==> config.mk <==
export PLATFORM = sky130hd
export DESIGN_NAME = charger_command_register_bank
export DESIGN_NICKNAME = d
export VERILOG_FILES = /design/src/charger_pkg.sv /design/src/line_edge.sv /design/src/interval_timer.sv /design/src/charger_command_register_bank.sv
export SDC_FILE = /design/constraint.sdc
export NUM_CORES = 1
export LEC_CHECK = 0
export BUFFER_PORTS_ARGS = -buffer_cell sky130_fd_sc_hd__buf_4
export CELL_PAD_IN_SITES_DETAIL_PLACEMENT = 1
export CELL_PAD_IN_SITES_GLOBAL_PLACEMENT = 1
export CORE_MARGIN = 2
export CORE_UTILIZATION = 52
export DETAILED_ROUTE_END_ITERATION = 10
export PLACE_DENSITY_LB_ADDON = 0.1
export RECOVER_POWER = 100
export SYNTH_ARGS = -nofsm -noshare
export SYNTH_HDL_FRONTEND = slang
export SYNTH_SLANG_ARGS = --single-unit
==> constraint.sdc <==
create_clock -name mclk -period 5.1 [get_ports mclk]
set_clock_uncertainty 0.2 [all_clocks]
set_input_delay 1.02 -clock mclk [delete_from_list [all_inputs] [get_ports mclk]]
set_output_delay 1.02 -clock mclk [all_outputs]
set_load 0.01 [all_outputs]
==> src/charger_pkg.sv <==
// shared constants and types for the charger command register bank
package charger_pkg;
    // command bytes
    localparam logic [7:0] CMD_OPTION = 8'h12;
    localparam logic [7:0] CMD_CHG_CUR = 8'h14;
    localparam logic [7:0] CMD_CHG_VOLT = 8'h15;
    localparam logic [7:0] CMD_IN_CUR = 8'h3F;
    localparam logic [7:0] CMD_MAKER_ID = 8'hFE;
    localparam logic [7:0] CMD_PART_ID = 8'hFF;
    // 7-bit slave address, address byte 0x12 with the direction bit low
    localparam logic [6:0] SLAVE_ADDR7 = 7'h09;
    localparam logic [3:0] BYTE_BITS = 4'h8;
    localparam logic [3:0] LAST_TX_BIT = 4'h7;
    // values after reset
    localparam logic [15:0] OPTION_RST = 16'hF902;
    localparam logic [15:0] CHG_CUR_RST = 16'h0000;
    localparam logic [15:0] CHG_VOLT_RST = 16'h0000;
    localparam logic [15:0] IN_CUR_RST = 16'h1000;
    // implemented setting bits: 7, 11 and 6 bits wide
    localparam logic [15:0] CHG_CUR_MASK = 16'h1FC0;
    localparam logic [15:0] CHG_VOLT_MASK = 16'h7FF0;
    localparam logic [15:0] IN_CUR_MASK = 16'h1F80;
    // read-only option bits: adapter present, boost indication
    localparam logic [15:0] OPTION_RO_MASK = 16'h0014;
    // identification words, values arbitrary
    localparam logic [15:0] MAKER_ID_VAL = 16'h5A3C;
    localparam logic [15:0] PART_ID_VAL = 16'h00A7;
    // option field positions
    localparam int OPT_DEGLITCH_BIT = 15;
    localparam int OPT_WDOG_HI = 14;
    localparam int OPT_WDOG_LO = 13;
    localparam int OPT_DEPL_HI = 12;
    localparam int OPT_DEPL_LO = 11;
    localparam int OPT_FREQ_DIR_BIT = 10;
    localparam int OPT_FREQ_EN_BIT = 9;
    localparam int OPT_HS_SHORT_BIT = 8;
    localparam int OPT_LEARN_BIT = 6;
    localparam int OPT_ADAPTER_BIT = 4;
    localparam int OPT_BOOST_IND_BIT = 2;
    // watchdog codes
    localparam logic [1:0] WDOG_OFF = 2'h0;
    localparam logic [1:0] WDOG_175 = 2'h3;
    // depletion threshold codes
    localparam logic [1:0] DEPL_5919 = 2'h0;
    localparam logic [1:0] DEPL_6265 = 2'h2;
    localparam logic [1:0] DEPL_7097 = 2'h3;
    // timing
    localparam longint CLK_HZ = 64'd10000000;
    localparam longint WDOG_SHORT_S = 64'd44;
    localparam longint WDOG_LONG_S = 64'd175;
    localparam longint DEGLITCH_SHORT_MS = 64'd150;
    localparam longint DEGLITCH_LONG_MS = 64'd1300;
    localparam int TMR_W = 32;
    localparam logic [31:0] WDOG_SHORT_CYC = 32'(WDOG_SHORT_S * CLK_HZ);
    localparam logic [31:0] WDOG_LONG_CYC = 32'(WDOG_LONG_S * CLK_HZ);
    localparam logic [31:0] DEGLITCH_SHORT_CYC = 32'(DEGLITCH_SHORT_MS * CLK_HZ / 64'd1000);
    localparam logic [31:0] DEGLITCH_LONG_CYC = 32'(DEGLITCH_LONG_MS * CLK_HZ / 64'd1000);
    // serial slave states, gray in listed order and along the write path
    typedef enum logic [3:0] {
        ST_IDLE = 4'h0,
        ST_ADDR = 4'h1,
        ST_ADDR_ACK = 4'h3,
        ST_CMD = 4'h2,
        ST_CMD_ACK = 4'h6,
        ST_WDATA = 4'h7,
        ST_WDATA_ACK = 4'h5,
        ST_RDATA = 4'h4,
        ST_RDATA_ACK = 4'hC
    } smb_state_e;
endpackage

==> src/line_edge.sv <==
// registered copy of a bus line with rise and fall pulses
`timescale 1ns/1ps
module line_edge #(
    parameter logic IDLE_LVL = 1'b1
) (
    input wire logic mclk,
    input wire logic nrst,
    input wire logic raw,
    output logic level,
    output logic rise,
    output logic fall
);
    logic level_ff;
    logic prev_ff;

    always_ff @(posedge mclk or negedge nrst) begin
        if (!nrst) begin
            level_ff <= IDLE_LVL;
            prev_ff <= IDLE_LVL;
        end else begin
            level_ff <= raw;
            prev_ff <= level_ff;
        end
    end

    assign level = level_ff;
    assign rise = level_ff & ~prev_ff;
    assign fall = ~level_ff & prev_ff;
endmodule

==> src/interval_timer.sv <==
// up-counter that flags when a run of limit cycles has elapsed
`timescale 1ns/1ps
module interval_timer #(
    parameter int W = 32
) (
    input wire logic mclk,
    input wire logic nrst,
    input wire logic restart,
    input wire logic run,
    input wire logic [W-1:0] limit,
    output logic expired
);
    logic [W-1:0] count_ff;
    logic expired_ff;

    always_ff @(posedge mclk or negedge nrst) begin
        if (!nrst) begin
            count_ff <= '0;
        end else if (restart) begin
            count_ff <= '0;
        end else if (run && !expired_ff) begin
            count_ff <= count_ff + W'(1);
        end
    end

    always_ff @(posedge mclk or negedge nrst) begin
        if (!nrst) begin
            expired_ff <= 1'b0;
        end else if (restart) begin
            expired_ff <= 1'b0;
        end else if (run && (count_ff >= limit - W'(1))) begin
            expired_ff <= 1'b1;
        end
    end

    assign expired = expired_ff;
endmodule

==> src/charger_command_register_bank.sv <==
// command register bank of the charge controller behind its serial slave port
// What this block does
// - six commands, reached only by read-word or write-word on the command byte
// - command FE reads a fixed maker code; writes do nothing
// - command FF reads a fixed part code; read-only
// - option register at 12 is read/write, resets to F902
// - charge current at 14 is read/write, 7 setting bits, resets to 0000
// - charge voltage at 15 is read/write, 11 setting bits, resets to zero
// - input current at 3F is read/write, 6 setting bits, resets to 1000
// - first adapter insertion after reset always uses the 150 ms deglitch
// - option bit 15 picks 150 ms or 1.3 s once the adapter switch opened
// - serial writes accepted only above lockout and detect above 0.6 V
// - option bits 14:13 pick watchdog off, 44 s or 175 s
// - enabled watchdog with no setting write in time suspends charging
// - a charge voltage or current write resumes a suspended charge
// - during boost an enabled watchdog always uses 175 s
// - learn cycle depleted: battery switch off, adapter switch on
// - boost stops when the battery falls below the depletion level
// - option bits 12:11 pick the depletion threshold fraction
// - zero charge voltage setting disables the depletion comparison
// - option bit 10 picks frequency shift down or up by 18 percent
// - option bit 9 enables the frequency shift
// - option bit 8 enables the high side short comparator at 750 mV
// - answers only as slave at address byte 12, never drives transfers
`timescale 1ns/1ps
module charger_command_register_bank import charger_pkg::*; #(
    parameter logic [31:0] WDOG_SHORT_CYC_P = WDOG_SHORT_CYC,
    parameter logic [31:0] WDOG_LONG_CYC_P = WDOG_LONG_CYC,
    parameter logic [31:0] DEGLITCH_SHORT_CYC_P = DEGLITCH_SHORT_CYC,
    parameter logic [31:0] DEGLITCH_LONG_CYC_P = DEGLITCH_LONG_CYC
) (
    input wire logic mclk,
    input wire logic nrst,
    input wire logic scl_in,
    input wire logic sda_in,
    output logic sda_out,
    output logic sda_oe,
    input wire logic vcc_above_undervoltage_lockout,
    input wire logic detect_above_enable_level,
    input wire logic adapter_detect_input,
    input wire logic bat_below_depletion,
    input wire logic boost_active,
    output logic adapter_present_indication,
    output logic adapter_switch,
    output logic battery_switch,
    output logic charge_suspended,
    output logic boost_stop,
    output logic depletion_cmp_en,
    output logic [1:0] depletion_threshold_sel,
    output logic freq_adjust_up,
    output logic freq_adjust_en,
    output logic high_side_short_threshold,
    output logic [15:0] option_value,
    output logic [15:0] charge_current_value,
    output logic [15:0] charge_voltage_value,
    output logic [15:0] input_current_value
);
    logic scl_lvl;
    logic scl_rise;
    logic scl_fall;
    logic sda_lvl;
    logic sda_rise;
    logic sda_fall;
    logic bus_en;
    logic start_cond;
    logic stop_cond;
    smb_state_e state_ff;
    logic [3:0] bit_cnt_ff;
    logic [7:0] shreg_ff;
    logic [7:0] cmd_ff;
    logic cmd_ok_ff;
    logic rd_mode_ff;
    logic [1:0] byte_idx_ff;
    logic [7:0] low_ff;
    logic [7:0] tx_ff;
    logic [15:0] rd_word_ff;
    logic sda_oe_ff;
    logic wr_stb_ff;
    logic [15:0] wr_data_ff;
    logic [15:0] rd_mux;
    logic cmd_known;
    logic [15:0] option_ff;
    logic [15:0] chg_cur_ff;
    logic [15:0] chg_volt_ff;
    logic [15:0] in_cur_ff;
    logic setting_write;
    logic wdog_en;
    logic [31:0] wdog_limit;
    logic wdog_expired;
    logic suspend_ff;
    logic depl_en;
    logic depl_hit;
    logic learn_on;
    logic learn_done;
    logic deglitch_expired;
    logic [31:0] deglitch_limit;
    logic present_ff;
    logic sw_off_seen_ff;
    logic adapter_sw_ff;
    logic battery_sw_ff;
    logic nxt_adapter_sw;
    logic nxt_battery_sw;
    logic boost_stop_ff;

    line_edge #(.IDLE_LVL(1'b1)) u_scl (
        .mclk(mclk),
        .nrst(nrst),
        .raw(scl_in),
        .level(scl_lvl),
        .rise(scl_rise),
        .fall(scl_fall)
    );

    line_edge #(.IDLE_LVL(1'b1)) u_sda (
        .mclk(mclk),
        .nrst(nrst),
        .raw(sda_in),
        .level(sda_lvl),
        .rise(sda_rise),
        .fall(sda_fall)
    );

    assign bus_en = vcc_above_undervoltage_lockout & detect_above_enable_level;
    assign start_cond = sda_fall & scl_lvl;
    assign stop_cond = sda_rise & scl_lvl;

    // only the six command bytes are acknowledged
    always_comb begin
        case (shreg_ff)
            CMD_OPTION, CMD_CHG_CUR, CMD_CHG_VOLT, CMD_IN_CUR: cmd_known = 1'b1;
            CMD_MAKER_ID, CMD_PART_ID: cmd_known = 1'b1;
            default: cmd_known = 1'b0;
        endcase
    end

    always_comb begin
        case (cmd_ff)
            CMD_OPTION: begin
                rd_mux = option_ff & ~OPTION_RO_MASK;
                rd_mux[OPT_ADAPTER_BIT] = present_ff;
                rd_mux[OPT_BOOST_IND_BIT] = boost_active;
            end
            CMD_CHG_CUR: rd_mux = chg_cur_ff;
            CMD_CHG_VOLT: rd_mux = chg_volt_ff;
            CMD_IN_CUR: rd_mux = in_cur_ff;
            CMD_MAKER_ID: rd_mux = MAKER_ID_VAL;
            CMD_PART_ID: rd_mux = PART_ID_VAL;
            default: rd_mux = 16'h0000;
        endcase
    end

    // serial slave: bytes shift in on scl rise, sda changes on scl fall
    always_ff @(posedge mclk or negedge nrst) begin
        if (!nrst) begin
            state_ff <= ST_IDLE;
            bit_cnt_ff <= 4'h0;
            shreg_ff <= 8'h00;
            cmd_ff <= 8'h00;
            cmd_ok_ff <= 1'b0;
            rd_mode_ff <= 1'b0;
            byte_idx_ff <= 2'h0;
            low_ff <= 8'h00;
            tx_ff <= 8'h00;
            rd_word_ff <= 16'h0000;
            sda_oe_ff <= 1'b0;
            wr_stb_ff <= 1'b0;
            wr_data_ff <= 16'h0000;
        end else begin
            wr_stb_ff <= 1'b0;
            if (!bus_en || stop_cond) begin
                state_ff <= ST_IDLE;
                sda_oe_ff <= 1'b0;
                cmd_ok_ff <= 1'b0;
            end else if (start_cond) begin
                state_ff <= ST_ADDR;
                bit_cnt_ff <= 4'h0;
                sda_oe_ff <= 1'b0;
            end else begin
                case (state_ff)
                    ST_ADDR, ST_CMD, ST_WDATA: begin
                        if (scl_rise) begin
                            shreg_ff <= {shreg_ff[6:0], sda_lvl};
                            bit_cnt_ff <= bit_cnt_ff + 4'h1;
                        end else if (scl_fall && bit_cnt_ff == BYTE_BITS) begin
                            bit_cnt_ff <= 4'h0;
                            if (state_ff == ST_ADDR) begin
                                // read only after a command byte was taken
                                if (shreg_ff[7:1] == SLAVE_ADDR7 &&
                                    (!shreg_ff[0] || cmd_ok_ff)) begin
                                    sda_oe_ff <= 1'b1;
                                    state_ff <= ST_ADDR_ACK;
                                    rd_mode_ff <= shreg_ff[0];
                                    rd_word_ff <= rd_mux;
                                end else begin
                                    state_ff <= ST_IDLE;
                                end
                            end else if (state_ff == ST_CMD) begin
                                if (cmd_known) begin
                                    cmd_ff <= shreg_ff;
                                    cmd_ok_ff <= 1'b1;
                                    sda_oe_ff <= 1'b1;
                                    byte_idx_ff <= 2'h0;
                                    state_ff <= ST_CMD_ACK;
                                end else begin
                                    cmd_ok_ff <= 1'b0;
                                    state_ff <= ST_IDLE;
                                end
                            end else if (byte_idx_ff == 2'h0) begin
                                low_ff <= shreg_ff;
                                sda_oe_ff <= 1'b1;
                                state_ff <= ST_WDATA_ACK;
                            end else if (byte_idx_ff == 2'h1) begin
                                // word complete: low byte first, then high
                                wr_stb_ff <= 1'b1;
                                wr_data_ff <= {shreg_ff, low_ff};
                                sda_oe_ff <= 1'b1;
                                state_ff <= ST_WDATA_ACK;
                            end else begin
                                state_ff <= ST_IDLE;
                            end
                        end
                    end
                    ST_ADDR_ACK: begin
                        if (scl_fall) begin
                            bit_cnt_ff <= 4'h0;
                            byte_idx_ff <= 2'h0;
                            if (rd_mode_ff) begin
                                tx_ff <= rd_word_ff[7:0];
                                sda_oe_ff <= ~rd_word_ff[7];
                                state_ff <= ST_RDATA;
                            end else begin
                                sda_oe_ff <= 1'b0;
                                state_ff <= ST_CMD;
                            end
                        end
                    end
                    ST_CMD_ACK, ST_WDATA_ACK: begin
                        if (scl_fall) begin
                            sda_oe_ff <= 1'b0;
                            bit_cnt_ff <= 4'h0;
                            state_ff <= ST_WDATA;
                            if (state_ff == ST_WDATA_ACK) begin
                                byte_idx_ff <= byte_idx_ff + 2'h1;
                            end
                        end
                    end
                    ST_RDATA: begin
                        if (scl_fall) begin
                            if (bit_cnt_ff == LAST_TX_BIT) begin
                                sda_oe_ff <= 1'b0;
                                state_ff <= ST_RDATA_ACK;
                            end else begin
                                tx_ff <= {tx_ff[6:0], 1'b0};
                                sda_oe_ff <= ~tx_ff[6];
                                bit_cnt_ff <= bit_cnt_ff + 4'h1;
                            end
                        end
                    end
                    ST_RDATA_ACK: begin
                        if (scl_rise) begin
                            if (!sda_lvl && byte_idx_ff == 2'h0) begin
                                tx_ff <= rd_word_ff[15:8];
                                byte_idx_ff <= 2'h1;
                            end else begin
                                state_ff <= ST_IDLE;
                            end
                        end else if (scl_fall) begin
                            bit_cnt_ff <= 4'h0;
                            sda_oe_ff <= ~tx_ff[7];
                            state_ff <= ST_RDATA;
                        end
                    end
                    default: begin
                        sda_oe_ff <= 1'b0;
                    end
                endcase
            end
        end
    end

    assign sda_out = 1'b0;
    assign sda_oe = sda_oe_ff;

    // option register; a software write wins over the learn auto-clear
    always_ff @(posedge mclk or negedge nrst) begin
        if (!nrst) begin
            option_ff <= OPTION_RST;
        end else if (wr_stb_ff && cmd_ff == CMD_OPTION) begin
            option_ff <= wr_data_ff & ~OPTION_RO_MASK;
        end else if (learn_done) begin
            option_ff[OPT_LEARN_BIT] <= 1'b0;
        end
    end

    always_ff @(posedge mclk or negedge nrst) begin
        if (!nrst) begin
            chg_cur_ff <= CHG_CUR_RST;
        end else if (wr_stb_ff && cmd_ff == CMD_CHG_CUR) begin
            chg_cur_ff <= wr_data_ff & CHG_CUR_MASK;
        end
    end

    always_ff @(posedge mclk or negedge nrst) begin
        if (!nrst) begin
            chg_volt_ff <= CHG_VOLT_RST;
        end else if (wr_stb_ff && cmd_ff == CMD_CHG_VOLT) begin
            chg_volt_ff <= wr_data_ff & CHG_VOLT_MASK;
        end
    end

    always_ff @(posedge mclk or negedge nrst) begin
        if (!nrst) begin
            in_cur_ff <= IN_CUR_RST;
        end else if (wr_stb_ff && cmd_ff == CMD_IN_CUR) begin
            in_cur_ff <= wr_data_ff & IN_CUR_MASK;
        end
    end

    // watchdog on setting writes
    assign setting_write = wr_stb_ff && (cmd_ff == CMD_CHG_CUR || cmd_ff == CMD_CHG_VOLT);
    assign wdog_en = option_ff[OPT_WDOG_HI:OPT_WDOG_LO] != WDOG_OFF;
    assign wdog_limit = (boost_active || option_ff[OPT_WDOG_HI:OPT_WDOG_LO] == WDOG_175) ?
        WDOG_LONG_CYC_P : WDOG_SHORT_CYC_P;

    interval_timer #(.W(TMR_W)) u_wdog (
        .mclk(mclk),
        .nrst(nrst),
        .restart(setting_write | ~wdog_en),
        .run(wdog_en),
        .limit(wdog_limit),
        .expired(wdog_expired)
    );

    always_ff @(posedge mclk or negedge nrst) begin
        if (!nrst) begin
            suspend_ff <= 1'b0;
        end else if (setting_write || !wdog_en) begin
            suspend_ff <= 1'b0;
        end else if (wdog_expired) begin
            suspend_ff <= 1'b1;
        end
    end

    // battery depletion for learn and boost
    assign depl_en = chg_volt_ff != 16'h0000;
    assign depl_hit = bat_below_depletion & depl_en;
    assign learn_on = option_ff[OPT_LEARN_BIT];
    assign learn_done = learn_on & depl_hit;

    always_ff @(posedge mclk or negedge nrst) begin
        if (!nrst) begin
            boost_stop_ff <= 1'b0;
        end else begin
            boost_stop_ff <= boost_active & depl_hit;
        end
    end

    // adapter present deglitch; falls at once, rises after the deglitch time
    assign deglitch_limit = (sw_off_seen_ff && option_ff[OPT_DEGLITCH_BIT]) ?
        DEGLITCH_LONG_CYC_P : DEGLITCH_SHORT_CYC_P;

    interval_timer #(.W(TMR_W)) u_deglitch (
        .mclk(mclk),
        .nrst(nrst),
        .restart(~adapter_detect_input),
        .run(adapter_detect_input & ~present_ff),
        .limit(deglitch_limit),
        .expired(deglitch_expired)
    );

    always_ff @(posedge mclk or negedge nrst) begin
        if (!nrst) begin
            present_ff <= 1'b0;
        end else if (!adapter_detect_input) begin
            present_ff <= 1'b0;
        end else if (deglitch_expired) begin
            present_ff <= 1'b1;
        end
    end

    // power path switches
    assign nxt_adapter_sw = present_ff & ~(learn_on & ~depl_hit);
    assign nxt_battery_sw = ~present_ff | (learn_on & ~depl_hit) | boost_active;

    always_ff @(posedge mclk or negedge nrst) begin
        if (!nrst) begin
            adapter_sw_ff <= 1'b0;
            battery_sw_ff <= 1'b0;
        end else begin
            adapter_sw_ff <= nxt_adapter_sw;
            battery_sw_ff <= nxt_battery_sw;
        end
    end

    always_ff @(posedge mclk or negedge nrst) begin
        if (!nrst) begin
            sw_off_seen_ff <= 1'b0;
        end else if (adapter_sw_ff && !nxt_adapter_sw) begin
            sw_off_seen_ff <= 1'b1;
        end
    end

    assign adapter_present_indication = present_ff;
    assign adapter_switch = adapter_sw_ff;
    assign battery_switch = battery_sw_ff;
    assign charge_suspended = suspend_ff;
    assign boost_stop = boost_stop_ff;
    assign depletion_cmp_en = depl_en;
    assign depletion_threshold_sel = option_ff[OPT_DEPL_HI:OPT_DEPL_LO];
    assign freq_adjust_up = option_ff[OPT_FREQ_DIR_BIT];
    assign freq_adjust_en = option_ff[OPT_FREQ_EN_BIT];
    assign high_side_short_threshold = option_ff[OPT_HS_SHORT_BIT];
    assign option_value = option_ff;
    assign charge_current_value = chg_cur_ff;
    assign charge_voltage_value = chg_volt_ff;
    assign input_current_value = in_cur_ff;
endmodule

==> run_results.csv <==
group,metric,value,unit
drt,viasPerCell,5.79,
finish,fillerInstances,2126,
hold_path,worstHoldEndpoint,"u_scl.prev_ff",
power,leakage,5.00,nW
clock_tree,cts.path.max_buffers,2,
timing,final-setup-viol-count,0,
run_status,status,"finished with violations",
finish,fin_area,0.0110,mm²
timing,hold_violations,0,
clock_tree,cts_tree,"built",
clock_tree,cts_made_buffers,17,
floorplanning,fp.coreArea,0.0193,mm²
power,p_seq_share,51.8,%
clock_tree,postCtsSetupBuffers,0,
critical_path,worst_path_most_repeated_cell,"o21ai_0",
drt,drc,0,
logic_synthesis,synthArstFlopShare,100,%
hold_path,hold_depth,0,
critical_path,path_class,"reg -> reg",
global_route,grt_use_met3,3.40,%
critical_path,max_stage_delay,820,ps
timing,setup_ws,1670,ps
logic_synthesis,syn_inst,960,
logic_synthesis,synth_area_per_cell,10.6,µm²
floorplanning,die_h,144,µm
power,power_frac_comb,3.8,%
clock_tree,cts_resized,0,
floorplanning,initial_core_util,52.6,%
clock_tree,cts_hold_buf,0,
critical_path,end_kind,"register",
floorplanning,pin_count,86,
critical_path,slowest_stage,"dfrtp_1",
clock_tree,clock_latency,430,ps
placed_design,dp_hpwl,17.1,mm
timing,finalCritPeriodShare,67.4,%
timing,rsz0062_at_grt,"false",
placed_design,dpl_cell_area,0.0107,mm²
global_route,use_met1,34.2,%
global_route,grt_max_degree,108,
timing,hold_slack,246,ps
clock_tree,cts_root_buf,"clkbuf_16",
placed_design,gp_congestion,0.813,
critical_path,path_cells,"clkbuf_1 > nor4b_1 > a31oi_1 > o21ai_0 > o21ai_0 > mux2_2",
logic_synthesis,ys_ff_latch,190,
placed_design,place_ws,1740,ps
power,switching_power,0.000711,W
power,powerDensity,269,mW/mm²
timing,fmax,291,MHz
logic_synthesis,yosys_warnings,0,
critical_path,cp-start-kind,"register",
clock_tree,h-tree-depth,4,
logic_synthesis,syn-cell-area,0.0101,mm²
floorplanning,die-area,0.0206,mm²
timing,setup-tns-final,0,ps
critical_path,r2r_end,"state_ff[3]",
logic_synthesis,yosysSeqAreaShare,47.1,%
logic_synthesis,synthFlopType,"dfrtp_1",
floorplanning,rows,51,
power,swShare,24.0,%
critical_path,crit_family,"compound AO/OA/AOI/OAI gates",
drt,initialDrtViolationCount,363,
global_route,gr-total-overflow,0,
placed_design,port_buffers,58,
hold_path,hold_class,"reg -> reg",
hold_path,hp-start,"u_scl.level",
logic_synthesis,synth-edff-count,0,
critical_path,cp_num_buf_inv,1,
power,p_int,0.00225,W
run_status,violations,"capacitance limit, slew limit",
critical_path,critPathArrivalTime,3550,ps
clock_tree,clkSinkCount,190,
floorplanning,die_w,144,µm
timing,fin_crit,3430,ps
critical_path,r2r-start,"state_ff[3]",
global_route,grt_usage,25.1,%
global_route,grt_pass1_vias,7728,
timing,report.final.slew_viol_count,107,
critical_path,cp.required,5210,ps
global_route,grt-busiest-layer,"met2",
finish,drive_gt1_share,14.9,%
finish,fin_nets,1044,
drt,firstDrtPassIters,5,
power,clock_power_share,44.4,%
drt,wl,24.5,mm
power,ir_drop,229,µV
critical_path,ff2ff_path_depth,6,
critical_path,cp_max_fo,25,
global_route,antenna_found_initial,0,
drt,antenna_left,0,
critical_path,r2r_setup_slack,1670,ps
finish,antenna_cells,0,
drt,wl_per_cell,19.2,µm
logic_synthesis,ys_types,73,
global_route,grt_pass1_wl,40.8,mm
timing,slew_headroom,-79.6,%
flow_run,drv_cap,1,
finish,area_delta_synth_final,8.65,%
timing,worst_pin_slew,2690,ps
clock_tree,clk_pin_slew,70,ps
global_route,grt_use_met2,42.6,%
drt,vias,7400,
==> logic make-up (layout without fill, tap and decap cells) <==
| logic type | Yosys count | in the layout | synth area share (%) |
|---|---|---|---|
| AOI/OAI and AO/OA | 166 | 166 | 10.8 |
| xor gates and xnor gates | 51 | 51 | 4.41 |
| adders and majority gates | 36 | 36 | 4.42 |
| buffers and inverters | 97 | 124 | 5.10 |
| DFF | 190 | 190 | 47.1 |
| muxes | 101 | 101 | 11.1 |
| other | 1 | 27 | 0.0370 |
| and+or+nand+nor | 318 | 318 | 17.1 |
==> how the worst max path moves through the flow <==
stage                            start             endpoint  slack (ps)  depth (start not counted)
final                      state_ff[3]          state_ff[3]        1670                          6
after global routing       u_scl.level        wr_data_ff[1]        1390                          7
after global placement    boost_active       u_wdog.expired        1780                          9
after floorplan           boost_active       u_wdog.expired        2290                          8
after CTS                    cmd_ff[7]  u_wdog.count_ff[10]        1720                          4
after detailed placement     cmd_ff[7]  u_wdog.count_ff[10]        1740                          4
==> registers in the layout, indices dropped and copies added (netlist names), 2 cells and up <==
register	cells
bit_cnt_ff	4
option_value	14
tx_ff	8
rd_word_ff	16
cmd_ff	8
charge_voltage_value	11
shreg_ff	8
low_ff	7
byte_idx_ff	2
state_ff	4
wr_data_ff	15
input_current_value	6
charge_current_value	7
u_deglitch.count_ff	32
u_wdog.count_ff	32
==> cells in the final DEF (no fill, tap or decap), types with 4 or more instances in the layout <==
| master | n |
|---|---|
| mux2_2 | 88 |
| a22oi_1 | 6 |
| inv_6 | 6 |
| nand2b_1 | 7 |
| clkbuf_16 | 17 |
| dfrtp_1 | 178 |
| o211ai_1 | 7 |
| dfstp_1 | 10 |
| ha_1 | 35 |
| nand4_1 | 27 |
| nor3_1 | 18 |
| nand3b_1 | 5 |
| nand3_1 | 26 |
| mux2i_1 | 13 |
| and3_1 | 17 |
| or4_1 | 5 |
| o21ai_0 | 36 |
| a31oi_1 | 6 |
| a21oi_1 | 43 |
| a211oi_1 | 7 |
| nor2b_1 | 11 |
| a221oi_1 | 5 |
| a21o_1 | 16 |
| xor2_1 | 34 |
| and4_1 | 8 |
| clkbuf_1 | 46 |
| nand2_1 | 61 |
| and2_1 | 6 |
| nor2_1 | 81 |
| nand4b_1 | 5 |
| nor4_1 | 11 |
| conb_1 | 27 |
| o21a_1 | 7 |
| inv_1 | 27 |
| or3_1 | 10 |
| xnor2_1 | 17 |
| nor4b_1 | 4 |
| o31ai_1 | 5 |
| buf_4 | 16 |
==> final cells by class <==
| type | instances | area [µm²] | area share, % |
|---|---|---|---|
| clock buffer | 19 | 443 | 4.02 |
| clock inverter | 13 | 130 | 1.18 |
| inverter | 27 | 101 | 0.920 |
| multi-input combinational | 699 | 4910 | 44.6 |
| sequential | 190 | 4770 | 43.3 |
| tap | 265 | 332 | 3.01 |
| timing repair buffer | 65 | 329 | 2.99 |
==> layer usage <==
layer | part of all wire (%) | up-vias
li1 | - | 3492
met1 | 46 | 3789
met2 | 50 | 99
met3 | 2.2 | 20
met4 | 1.1 | 0
met5 | 0 | -
==> synth_stat cells, types with 3 or more instances <==
| cell type | n | area [µm²] |
|---|---|---|
| a31oi_1 | 6 | 37.5 |
| a21oi_1 | 43 | 215 |
| nor2_1 | 80 | 300 |
| a221oi_1 | 5 | 43.8 |
| nand2_1 | 61 | 229 |
| mux2_2 | 88 | 991 |
| and3_1 | 17 | 106 |
| or4_1 | 4 | 30.0 |
| dfrtp_1 | 178 | 4450 |
| nand4_1 | 27 | 169 |
| a41oi_1 | 3 | 26.3 |
| clkbuf_1 | 21 | 78.8 |
| o21a_1 | 7 | 52.6 |
| o211ai_1 | 7 | 52.6 |
| nand3b_1 | 5 | 37.5 |
| o21ai_0 | 36 | 180 |
| o31ai_1 | 5 | 37.5 |
| dfstp_2 | 12 | 315 |
| or3_1 | 10 | 62.6 |
| buf_4 | 32 | 240 |
| and4_1 | 8 | 70.1 |
| a2111oi_0 | 3 | 26.3 |
| a22oi_1 | 6 | 45.0 |
| nand2b_1 | 7 | 43.8 |
| nor2b_1 | 11 | 68.8 |
| nand4b_1 | 4 | 35.0 |
| nor3_1 | 19 | 95.1 |
| a211oi_1 | 7 | 52.6 |
| nor4_1 | 8 | 50.1 |
| a21o_1 | 16 | 120 |
| nand3_1 | 25 | 125 |
| buf_2 | 14 | 70.1 |
| xor2_1 | 34 | 298 |
| inv_1 | 27 | 101 |
| a32o_1 | 3 | 30.0 |
| and2_1 | 7 | 43.8 |
| ha_1 | 35 | 438 |
| mux2i_1 | 13 | 130 |
| nor4b_1 | 5 | 43.8 |
| xnor2_1 | 17 | 149 |
==> metrics by stage <==
step	cells	power (W)	utilization, %
global route	1278	0.00307	57.1
floorplan	986	0.00164	-
global placement	1246	0.00168	55.4
finish	1278	0.00296	57.1
CTS	1278	0.00300	58.3
detailed placement	1246	0.00168	55.4
==> power by group through the flow <==
| stage | logic [W] | registers [W] | clock network (W) |
|---|---|---|---|
| CTS | 0.000118 | 0.00153 | 0.00135 |
| finish | 0.000114 | 0.00153 | 0.00131 |
| floorplan | 0.0000781 | 0.00156 | 0 |
| global route | 0.000132 | 0.00154 | 0.00140 |
| detailed placement | 0.000117 | 0.00156 | 0 |
| global placement | 0.000114 | 0.00156 | 0 |
(Power assumes the default switching activity.)
